===== src/shared/async_serial_port_multidrop_defines.svh =====
// Register indexes, field positions and reset values of the serial port
`ifndef ASYNC_SERIAL_PORT_MULTIDROP_DEFINES_SVH
`define ASYNC_SERIAL_PORT_MULTIDROP_DEFINES_SVH

// ****************************************
// Register indexes (byte address = 4 * index)
// ****************************************
`define REG_DATA_IDX 12'hf40
`define REG_STATUS0_IDX 12'hf41
`define REG_CONTROL0_IDX 12'hf42
`define SERIAL_MULTIDROP_CONTROL_IDX 12'hf43
`define REG_STATUS1_IDX 12'hf44
`define REG_ADDR_CMP_IDX 12'hf45
`define REG_BAUD_HI_IDX 12'hf46
`define REG_BAUD_LO_IDX 12'hf47

// ****************************************
// Reset values
// ****************************************
`define CONTROL0_RST 8'h00
`define SERIAL_MULTIDROP_CONTROL_RST 8'h00
`define ADDR_CMP_RST 8'h00
`define BAUD_HI_RST 8'hff
`define BAUD_LO_RST 8'hff

// ****************************************
// Control 0 fields
// ****************************************
`define C0_TX_EN 7
`define C0_RX_EN 6
`define C0_FLOW_CONTROL_ENABLE 5
`define C0_PARITY_EN 4
`define C0_PARITY_ODD 3
`define C0_BREAK_REQUEST 2
`define C0_TWO_STOP 1
`define C0_LOOPBACK_ENABLE 0

// ****************************************
// Multidrop control fields
// ****************************************
`define C1_SCHEME_HI 7
`define C1_MULTIDROP_ENABLE 6
`define C1_SCHEME_LO 5
`define C1_NINTH_BIT_TX_VALUE 4
`define C1_DRIVER_ENABLE_POLARITY 3
`define C1_BAUD_GEN_CONTROL 2
`define C1_RX_DATA_IRQ_SELECT 1
`define C1_INFRARED_ENABLE 0

// ****************************************
// Status fields
// ****************************************
`define S0_RX_AVAIL 7
`define S0_PARITY_ERR 6
`define S0_OVERRUN 5
`define S0_FRAMING_ERR 4
`define S0_BREAK_DET 3
`define S0_TX_EMPTY 2
`define S0_TX_IDLE 1
`define S0_CTS_LEVEL 0
`define S1_RX_NINTH_BIT 0
`define S1_TIMER_EVENT 1
`define S1_ADDR_MATCHED 2

`define DATA_BITS 8
`define LAST_DATA_IDX 3'd7

`endif


===== src/shared/async_serial_port_multidrop_pkg.sv =====
// Types shared by the serial port design
package async_serial_port_multidrop_pkg;
    typedef enum logic [2:0] {
        T_IDLE = 3'b000,
        T_START = 3'b001,
        T_DATA = 3'b011,
        T_PAR = 3'b010,
        T_STOP1 = 3'b110,
        T_STOP2 = 3'b111
    } tx_state_e;
    typedef enum logic [2:0] {
        R_IDLE = 3'b000,
        R_START = 3'b001,
        R_DATA = 3'b011,
        R_PAR = 3'b010,
        R_STOP = 3'b110
    } rx_state_e;
endpackage


===== src/rtl/async_serial_port_multidrop.sv =====
// Serial port with multidrop mode, baud generator and APB register slave
//
// Chosen here: the APB register port.
`include "async_serial_port_multidrop_defines.svh"

module async_serial_port_multidrop
    import async_serial_port_multidrop_pkg::*;
(
    // Clock and reset
    input wire logic i_clk_sys,
    input wire logic i_sys_rst,
    // APB slave
    input wire logic i_psel,
    input wire logic i_penable,
    input wire logic i_pwrite,
    input wire logic [13:0] i_paddr,
    input wire logic [31:0] i_pwdata,
    output logic [31:0] o_prdata,
    output logic o_pready,
    output logic o_pslverr,
    // Serial line
    input wire logic i_rxd,
    input wire logic i_cts_n,
    output logic o_txd,
    output logic o_driver_enable,
    // Interrupt requests
    output logic o_tx_irq,
    output logic o_rx_irq
);

    // ****************************************
    // Helpers
    // ****************************************
    // Parity bit for a byte in the chosen sense
    function automatic logic parity_of(input logic [7:0] d, input logic odd);
        parity_of = (^d) ^ odd;
    endfunction

    // ****************************************
    // Registers and APB slave
    // ****************************************
    logic [7:0] ctl0_ff;
    logic [7:0] ctl1_ff;
    logic [7:0] addr_cmp_ff;
    logic [7:0] baud_hi_ff;
    logic [7:0] baud_lo_ff;
    logic pready_ff;
    logic pslverr_ff;
    logic [31:0] prdata_ff;
    logic [7:0] nxt_rdata;
    logic hit;
    logic wr_fire;
    logic rd_fire;
    logic [11:0] idx;

    logic [7:0] tx_hold_ff;
    logic tx_full_ff;
    logic [7:0] rx_data_ff;
    logic rx_ninth_ff;
    logic rx_avail_ff;
    logic parity_err_ff;
    logic overrun_ff;
    logic framing_err_ff;
    logic break_det_ff;
    logic timer_event_ff;
    logic addr_matched_ff;
    tx_state_e tx_state_ff;
    logic tx_line_ff;
    logic cts_ff;

    assign idx = i_paddr[13:2];
    always_comb begin
        hit = 1'b1;
        nxt_rdata = 8'h00;
        case (idx)
            `REG_DATA_IDX: nxt_rdata = rx_data_ff;
            `REG_STATUS0_IDX: nxt_rdata = {rx_avail_ff, parity_err_ff, overrun_ff, framing_err_ff,
                                          break_det_ff, !tx_full_ff, tx_state_ff == T_IDLE, !i_cts_n};
            `REG_CONTROL0_IDX: nxt_rdata = ctl0_ff;
            `SERIAL_MULTIDROP_CONTROL_IDX: nxt_rdata = ctl1_ff;
            `REG_STATUS1_IDX: nxt_rdata = {5'h00, addr_matched_ff, timer_event_ff, rx_ninth_ff};
            `REG_ADDR_CMP_IDX: nxt_rdata = addr_cmp_ff;
            `REG_BAUD_HI_IDX: nxt_rdata = baud_hi_ff;
            `REG_BAUD_LO_IDX: nxt_rdata = baud_lo_ff;
            default: hit = 1'b0;
        endcase
    end

    // One wait state; answer registered
    always_ff @(posedge i_clk_sys) begin
        if (i_sys_rst) begin
            pready_ff <= 1'b0;
            pslverr_ff <= 1'b0;
            prdata_ff <= 32'h0000_0000;
        end else begin
            pready_ff <= i_psel && i_penable && !pready_ff;
            pslverr_ff <= i_psel && i_penable && !pready_ff && !hit;
            prdata_ff <= (i_psel && i_penable && !pready_ff && !i_pwrite) ? {24'h000000, nxt_rdata} : 32'h0000_0000;
        end
    end
    assign wr_fire = i_psel && i_penable && pready_ff && i_pwrite;
    assign rd_fire = i_psel && i_penable && pready_ff && !i_pwrite;
    assign o_pready = pready_ff;
    assign o_pslverr = pslverr_ff;
    assign o_prdata = prdata_ff;

    // Control registers written by software
    always_ff @(posedge i_clk_sys) begin
        if (i_sys_rst) begin
            ctl0_ff <= `CONTROL0_RST;
            ctl1_ff <= `SERIAL_MULTIDROP_CONTROL_RST;
            addr_cmp_ff <= `ADDR_CMP_RST;
            baud_hi_ff <= `BAUD_HI_RST;
            baud_lo_ff <= `BAUD_LO_RST;
        end else if (wr_fire) begin
            case (idx)
                `REG_CONTROL0_IDX: ctl0_ff <= i_pwdata[7:0];
                `SERIAL_MULTIDROP_CONTROL_IDX: ctl1_ff <= i_pwdata[7:0];
                `REG_ADDR_CMP_IDX: addr_cmp_ff <= i_pwdata[7:0];
                `REG_BAUD_HI_IDX: baud_hi_ff <= i_pwdata[7:0];
                `REG_BAUD_LO_IDX: baud_lo_ff <= i_pwdata[7:0];
                default: ;
            endcase
        end
    end

    logic tx_en, rx_en, flow_en, par_en, par_odd, brk, two_stop, loop_en;
    logic mp_en, ninth_tx, de_pol, bgc, rx_data_irq_select;
    logic [1:0] scheme;
    assign {tx_en, rx_en, flow_en, par_en, par_odd, brk, two_stop, loop_en} = ctl0_ff;
    assign scheme = {ctl1_ff[`C1_SCHEME_HI], ctl1_ff[`C1_SCHEME_LO]};
    assign mp_en = ctl1_ff[`C1_MULTIDROP_ENABLE];
    assign ninth_tx = ctl1_ff[`C1_NINTH_BIT_TX_VALUE];
    assign de_pol = ctl1_ff[`C1_DRIVER_ENABLE_POLARITY];
    assign bgc = ctl1_ff[`C1_BAUD_GEN_CONTROL];
    assign rx_data_irq_select = ctl1_ff[`C1_RX_DATA_IRQ_SELECT];

    // ****************************************
    // Baud generator
    // ****************************************
    logic [15:0] divisor;
    logic [15:0] baud_cnt_ff;
    logic tick;
    assign divisor = ({baud_hi_ff, baud_lo_ff} == 16'h0000) ? 16'h0001 : {baud_hi_ff, baud_lo_ff};
    assign tick = (baud_cnt_ff >= divisor - 16'h0001);

    // Up-counter against the divisor, so a newly written rate applies at once
    always_ff @(posedge i_clk_sys) begin
        if (i_sys_rst) begin
            baud_cnt_ff <= 16'h0000;
        end else begin
            baud_cnt_ff <= tick ? 16'h0000 : baud_cnt_ff + 16'h0001;
        end
    end

    // Timer use when both directions are off; write 1 clears
    always_ff @(posedge i_clk_sys) begin
        if (i_sys_rst) begin
            timer_event_ff <= 1'b0;
        end else if (bgc && !tx_en && !rx_en && tick) begin
            timer_event_ff <= 1'b1;
        end else if (wr_fire && idx == `REG_STATUS1_IDX && i_pwdata[`S1_TIMER_EVENT]) begin
            timer_event_ff <= 1'b0;
        end
    end

    // ****************************************
    // Transmitter
    // ****************************************
    logic [7:0] tx_shift_ff;
    logic [2:0] tx_idx_ff;
    logic tx_go;
    logic tx_load;

    // Clear-to-send taken one clock ahead of the start decision
    always_ff @(posedge i_clk_sys) begin
        if (i_sys_rst) begin
            cts_ff <= 1'b1;
        end else begin
            cts_ff <= i_cts_n;
        end
    end
    assign tx_go = tx_en && tx_full_ff && (!flow_en || !cts_ff) && tick;
    assign tx_load = wr_fire && idx == `REG_DATA_IDX && !tx_full_ff;

    // Holding register; writes while full are dropped
    always_ff @(posedge i_clk_sys) begin
        if (i_sys_rst) begin
            tx_hold_ff <= 8'h00;
            tx_full_ff <= 1'b0;
        end else if (tx_load) begin
            tx_hold_ff <= i_pwdata[7:0];
            tx_full_ff <= 1'b1;
        end else if (tx_go && tx_state_ff == T_IDLE) begin
            tx_full_ff <= 1'b0;
        end
    end

    // Bit sequencer, one step per baud tick
    always_ff @(posedge i_clk_sys) begin
        if (i_sys_rst) begin
            tx_state_ff <= T_IDLE;
            tx_line_ff <= 1'b1;
            tx_shift_ff <= 8'h00;
            tx_idx_ff <= 3'd0;
        end else if (tick) begin
            case (tx_state_ff)
                T_IDLE: begin
                    if (tx_go) begin
                        tx_shift_ff <= tx_hold_ff;
                        tx_line_ff <= 1'b0;
                        tx_state_ff <= T_START;
                    end
                end
                T_START: begin
                    tx_line_ff <= tx_shift_ff[0];
                    tx_idx_ff <= 3'd0;
                    tx_state_ff <= T_DATA;
                end
                T_DATA: begin
                    if (tx_idx_ff == `LAST_DATA_IDX) begin
                        if (mp_en) begin
                            tx_line_ff <= ninth_tx;
                            tx_state_ff <= T_PAR;
                        end else if (par_en) begin
                            tx_line_ff <= parity_of(tx_shift_ff, par_odd);
                            tx_state_ff <= T_PAR;
                        end else begin
                            tx_line_ff <= 1'b1;
                            tx_state_ff <= T_STOP1;
                        end
                    end else begin
                        tx_line_ff <= tx_shift_ff[tx_idx_ff + 3'd1];
                        tx_idx_ff <= tx_idx_ff + 3'd1;
                    end
                end
                T_PAR: begin
                    tx_line_ff <= 1'b1;
                    tx_state_ff <= T_STOP1;
                end
                T_STOP1: begin
                    tx_state_ff <= two_stop ? T_STOP2 : T_IDLE;
                end
                T_STOP2: tx_state_ff <= T_IDLE;
                default: begin
                    tx_state_ff <= T_IDLE;
                    tx_line_ff <= 1'b1;
                end
            endcase
        end
    end

    // Pin drive: break wins, loopback keeps the line idle
    always_ff @(posedge i_clk_sys) begin
        if (i_sys_rst) begin
            o_txd <= 1'b1;
            o_driver_enable <= 1'b0;
        end else begin
            o_txd <= brk ? 1'b0 : (loop_en ? 1'b1 : tx_line_ff);
            o_driver_enable <= (tx_state_ff != T_IDLE || tx_full_ff) ^ de_pol;
        end
    end

    // ****************************************
    // Receiver
    // ****************************************
    rx_state_e rx_state_ff;
    logic [15:0] rx_cnt_ff;
    logic [7:0] rx_shift_ff;
    logic [2:0] rx_idx_ff;
    logic rx_par_ff;
    logic rx_in;
    logic rx_done;
    logic is_addr;
    logic match;
    logic deliver;
    logic par_bad;
    logic rd_data;

    assign rx_in = loop_en ? tx_line_ff : i_rxd;
    assign rx_done = rx_en && rx_state_ff == R_STOP && rx_cnt_ff == 16'h0000;
    assign is_addr = mp_en && rx_par_ff;
    assign match = rx_shift_ff == addr_cmp_ff;
    assign par_bad = !mp_en && par_en && (rx_par_ff != parity_of(rx_shift_ff, par_odd));
    assign rd_data = rd_fire && idx == `REG_DATA_IDX;

    // Multidrop delivery filter
    always_comb begin
        deliver = 1'b1;
        if (mp_en) begin
            case (scheme)
                2'b00: deliver = 1'b1;
                2'b01: deliver = is_addr;
                2'b10: deliver = is_addr ? match : addr_matched_ff;
                2'b11: deliver = !is_addr && addr_matched_ff;
                default: deliver = 1'b1;
            endcase
        end
    end

    // Mid-bit sampling sequencer
    always_ff @(posedge i_clk_sys) begin
        if (i_sys_rst || !rx_en) begin
            rx_state_ff <= R_IDLE;
            rx_cnt_ff <= 16'h0000;
            rx_shift_ff <= 8'h00;
            rx_idx_ff <= 3'd0;
            rx_par_ff <= 1'b0;
        end else begin
            rx_cnt_ff <= (rx_cnt_ff == 16'h0000) ? divisor - 16'h0001 : rx_cnt_ff - 16'h0001;
            case (rx_state_ff)
                R_IDLE: begin
                    rx_cnt_ff <= (divisor - 16'h0001) >> 1; // Half a bit to mid-start
                    if (!rx_in) begin
                        rx_state_ff <= R_START;
                    end
                end
                R_START: begin
                    if (rx_cnt_ff == 16'h0000) begin
                        rx_idx_ff <= 3'd0;
                        rx_par_ff <= 1'b0;
                        rx_state_ff <= rx_in ? R_IDLE : R_DATA;
                    end
                end
                R_DATA: begin
                    if (rx_cnt_ff == 16'h0000) begin
                        rx_shift_ff <= {rx_in, rx_shift_ff[7:1]};
                        rx_idx_ff <= rx_idx_ff + 3'd1;
                        if (rx_idx_ff == `LAST_DATA_IDX) begin
                            rx_state_ff <= (mp_en || par_en) ? R_PAR : R_STOP;
                        end
                    end
                end
                R_PAR: begin
                    if (rx_cnt_ff == 16'h0000) begin
                        rx_par_ff <= rx_in;
                        rx_state_ff <= R_STOP;
                    end
                end
                R_STOP: begin
                    if (rx_cnt_ff == 16'h0000) begin
                        rx_state_ff <= R_IDLE;
                    end
                end
                default: rx_state_ff <= R_IDLE;
            endcase
        end
    end

    // Received byte, flags; a new event wins over a clear
    always_ff @(posedge i_clk_sys) begin
        if (i_sys_rst) begin
            rx_data_ff <= 8'h00;
            rx_ninth_ff <= 1'b0;
            rx_avail_ff <= 1'b0;
            overrun_ff <= 1'b0;
            parity_err_ff <= 1'b0;
            framing_err_ff <= 1'b0;
            break_det_ff <= 1'b0;
            addr_matched_ff <= 1'b0;
        end else begin
            if (rx_done && is_addr) begin
                addr_matched_ff <= match;
            end
            if (rx_done && deliver) begin
                rx_data_ff <= rx_shift_ff;
                rx_ninth_ff <= rx_par_ff;
                rx_avail_ff <= 1'b1;
            end else if (rd_data) begin
                rx_avail_ff <= 1'b0;
            end
            if (rx_done && deliver && rx_avail_ff) begin
                overrun_ff <= 1'b1;
            end else if (rd_data) begin
                overrun_ff <= 1'b0;
            end
            if (rx_done && deliver && par_bad) begin
                parity_err_ff <= 1'b1;
            end else if (rd_data) begin
                parity_err_ff <= 1'b0;
            end
            if (rx_done && !rx_in) begin
                framing_err_ff <= 1'b1;
            end else if (rd_data) begin
                framing_err_ff <= 1'b0;
            end
            if (rx_done && !rx_in && rx_shift_ff == 8'h00 && !rx_par_ff) begin
                break_det_ff <= 1'b1;
            end else if (rd_data) begin
                break_det_ff <= 1'b0;
            end
        end
    end

    // Separate interrupt requests per direction
    always_ff @(posedge i_clk_sys) begin
        if (i_sys_rst) begin
            o_tx_irq <= 1'b0;
            o_rx_irq <= 1'b0;
        end else begin
            o_tx_irq <= tx_en && !tx_full_ff;
            o_rx_irq <= rx_en && (rx_avail_ff || (!rx_data_irq_select && (overrun_ff || parity_err_ff
                        || framing_err_ff || break_det_ff)));
        end
    end
endmodule // async_serial_port_multidrop


===== config.mk =====
export PLATFORM = sky130hd
export DESIGN_NAME = async_serial_port_multidrop
export DESIGN_NICKNAME = d
export VERILOG_FILES = /design/src/shared/async_serial_port_multidrop_pkg.sv /design/src/rtl/async_serial_port_multidrop.sv
export VERILOG_INCLUDE_DIRS = /design/src /design/src/shared
export SDC_FILE = /design/constraint.sdc
export NUM_CORES = 1
export LEC_CHECK = 0
export BUFFER_PORTS_ARGS = -buffer_cell sky130_fd_sc_hd__clkbuf_2
export CAP_MARGIN = 20
export CORE_MARGIN = 2
export CORE_UTILIZATION = 50
export DETAILED_ROUTE_END_ITERATION = 12
export GPL_TIMING_DRIVEN = 0
export PLACE_DENSITY = 0.7
export RECOVER_POWER = 50
export SLEW_MARGIN = 20
export SYNTH_ARGS = -nofsm -noshare
export SYNTH_HDL_FRONTEND = slang
export SYNTH_SLANG_ARGS = --single-unit

===== constraint.sdc =====
create_clock -name i_clk_sys -period 5.7 [get_ports i_clk_sys]
set_input_delay 1.14 -clock i_clk_sys [delete_from_list [all_inputs] [get_ports i_clk_sys]]
set_output_delay 1.14 -clock i_clk_sys [all_outputs]
set_load 0.05 [all_outputs]

==> impl_metrics.csv <==
group,metric,value,unit
run_status,outcome,"finished, violations left",
run_status,violations,"max-capacitance violations, max-slew violations",
worst_setup_path,cp-end-kind,"register",
placement,port_buffers,38,
power_and_ir_drop,powerDensity,260,nW/um^2
worst_setup_path,arrival,5200,ps
global_routing,grt_overflow,0,
clock_tree,cts_resized,0,
layout,fin_area,8490,sq um
placement,post-dp-hpwl,15.2,mm
power_and_ir_drop,p_leak,0.00328,uW
worst_setup_path,critical_path.startpoint_type,"register",
sta,finalSetupTns,0,ps
layout,fillCellCount,1362,
synth,syn_avg_cell_area,8.70,sq um
synth,ys_ff_latch,142,
global_routing,grt_pass1_wl,32.1,mm
sta,fin_skew,11.1,ps
clock_tree,cts_made_buffers,17,
floorplanning,num_io_pins,91,
power_and_ir_drop,peakVddDrop,205,uV
worst_setup_path,crit_start,"baud_hi_ff[0]",
floorplanning,start_util,51.5,%
placement,place_ws,757,ps
layout,seq_area,2840,sq um
layout,final_cell_mix,"142 x dfxtp_1, 116 x nor2_1, 63 x nand2_1",
drt,wl_per_cell,18.0,um
floorplanning,die_area,16000,sq um
synth,async_flop_share,0,%
global_routing,grt_max_degree,17,
drt,drc,0,
drt,wirelength,20.6,mm
synth,synth_area_leader_cell,"dfxtp_1",
clock_tree,cts_sinks,142,
floorplanning,die_x,127,um
synth,ys.flop_type,"dfxtp_1",
placement,placedCellCount,1108,
placement,place_area,8020,sq um
layout,drive_gt1_share,10.3,%
drt,ant_nets,0,
clock_tree,clk_latency,430,ps
clock_tree,cts_hold_buf,0,
worst_setup_path,cp.required,5990,ps
clock_tree,cts-root-buf,"clkbuf_16",
synth,syn-cell-area,7510,sq um
floorplanning,row_count,44,
sta,finalHoldViolCount,0,
synth,yosys-top-cells-area,"dfxtp_1 38%, mux2i_1 6.5%, nor2_1 5.7%, ha_1 4.5%, xnor2_1 3.7%",
global_routing,grt_util_all_layers,25.9,%
layout,final_common_cell,"dfxtp_1",
power_and_ir_drop,power,2210,uW
sta,setup_viol,0,
sta,fmax,204,MHz
drt,vias,6586,
clock_tree,path_clk_slew,60,ps
floorplanning,core_area,14600,sq um
global_routing,antenna_found_initial,0,
sta,period_needed,4910,ps
sta,rsz0062_at_grt,"false",
clock_tree,cts_tree,"built",
worst_setup_path,worstReg2RegEnd,"baud_cnt_ff[13]",
worst_setup_path,critical_path_class,"register to register",
sta,report.final.slew_viol_count,29,
clock_tree,cts_setup_buffers,0,
worst_setup_path,reg2regPathDepth,18,
layout,nets,1023,
worst_setup_path,reg2reg_slack,790,ps
synth,ys_warn_count,0,
sta,fin_crit_sh,86.1,%
flow_run,cap_violations,3,
placement,gp_congestion,0.942,
synth,synth_enable_flop_cells,0,
drt,via_per_inst,5.78,
synth,synth.distinct_cells,71,
layout,syn2layout_area_growth,13.1,%
clock_tree,cts_max_level,4,
layout,n_antenna_cell,0,
floorplanning,die_height,127,um
worst_setup_path,path_max_fanout,10,
global_routing,grt_pass1_vias,5866,
synth,yosys.area.top_type_share,37.9,%
synth,synth_seq_area_share,37.9,%
worst_setup_path,crit_end,"baud_cnt_ff[13]",
clock_tree,ctsLongestPathBuffers,2,
sta,worst_slack,793,ps
layout,final_cells,1140,
drt,drt-initial-drc-count,594,
sta,max-slew-margin-rel,-57.9,%
layout,multiInputGateArea,4230,sq um
layout,top_regs,"baud_cnt_ff x16, rx_cnt_ff x16",
sta,worstMarginPinSlew,2350,ps
worst_setup_path,reg2reg_from,"baud_hi_ff[0]",
drt,drt-pass1-iter-count,5,
worst_hold_path,hold_class,"register to register",
synth,syn_inst,863,
-- synth_stat cells (6+ instances only) --
master and number:
a211o_1 18, a211oi_1 13, a21oi_1 54, a22oi_1 8, a31oi_1 8, and3_1 8
and4_1 6, buf_2 6, buf_4 24, clkbuf_1 30, dfxtp_1 142, ha_1 27
inv_1 28, mux2i_1 49, nand2_1 63, nand2b_1 6, nand3_1 39, nand4_1 13
nor2_1 114, nor2b_1 22, nor3_1 16, o21ai_0 13, xnor2_1 32, xor2_1 24
-- critical path, stage by stage (launching register included) --
cell	delay, ps
dfxtp_1	380
or4_1	600
nor3_2	300
nor4b_2	390
nor2_1	190
ha_1	240
nor3b_1	210
nand2_1	130
nor3_1	60
xnor2_1	190
ha_1	320
and4_1	220
o211ai_1	100
o32a_1	340
nand2_1	190
or2_1	130
clkbuf_1	250
clkbuf_1	420
nor2_1	100
-- cell type report --
type	instances	share of cell area, %
Clock buffer	19	5.10
Buffer	64	3.91
Inverter	29	1.28
Multi-Input combinational cell	651	49.8
Timing Repair Buffer	38	2.03
Sequential cell	142	33.5
Tap cell	184	2.71
Clock inverter	13	1.65
-- metrics by stage --
step,hold slack [ps],util (%)
2_1_floorplan,432,-
3_3_place_gp,442,54.9
3_5_place_dp,447,54.9
4_1_cts,456,58.9
5_1_grt,474,58.2
6_report,457,58.2
-- power breakdown --
group	leakage [uW]	switching (uW)	internal, uW	total (uW)
registers	0.00115	3.71	996	1000
clock network	0.000270	440	644	1080
logic	0.00187	90.3	33.5	124
total	0.00328	534	1670	2210
-- logic make-up (layout without fill, tap and decap cells) --
| logic type | count (synthesis) | after routing | synth area share [%] |
|---|---|---|---|
| DFF | 142 | 142 | 37.9 |
| adders and majority gates | 27 | 27 | 4.50 |
| and+or+nand+nor | 331 | 331 | 22.6 |
| muxes | 57 | 57 | 8.33 |
| buffers and inverters | 93 | 163 | 6.05 |
| other | 1 | 24 | 0.0499 |
| xor gates and xnor gates | 57 | 57 | 6.83 |
| AOI/OAI and AO/OA | 155 | 155 | 13.8 |
-- metal layers --
metal,vias to the layer above,wire length (um),GRT usage [%]
li1,3186,-,-
met1,3091,9140,35.4
met2,262,9340,39.6
met3,47,1450,6.03
met4,0,651,10.6
met5,-,0,0
-- how the worst min path moves through the flow --
stage,startpoint,end,slack [ps],depth (start not counted)
2_1_floorplan,tx_hold_ff[0],tx_hold_ff[0],430,2
4_1_cts,tx_hold_ff[0],tx_hold_ff[0],460,2
6_report,tx_hold_ff[3],tx_hold_ff[3],460,2
3_3_place_gp,tx_hold_ff[0],tx_hold_ff[0],440,2
3_5_place_dp,tx_hold_ff[0],tx_hold_ff[0],450,2
5_1_grt,tx_hold_ff[0],tx_hold_ff[0],470,2
(Power assumes the default switching activity.)
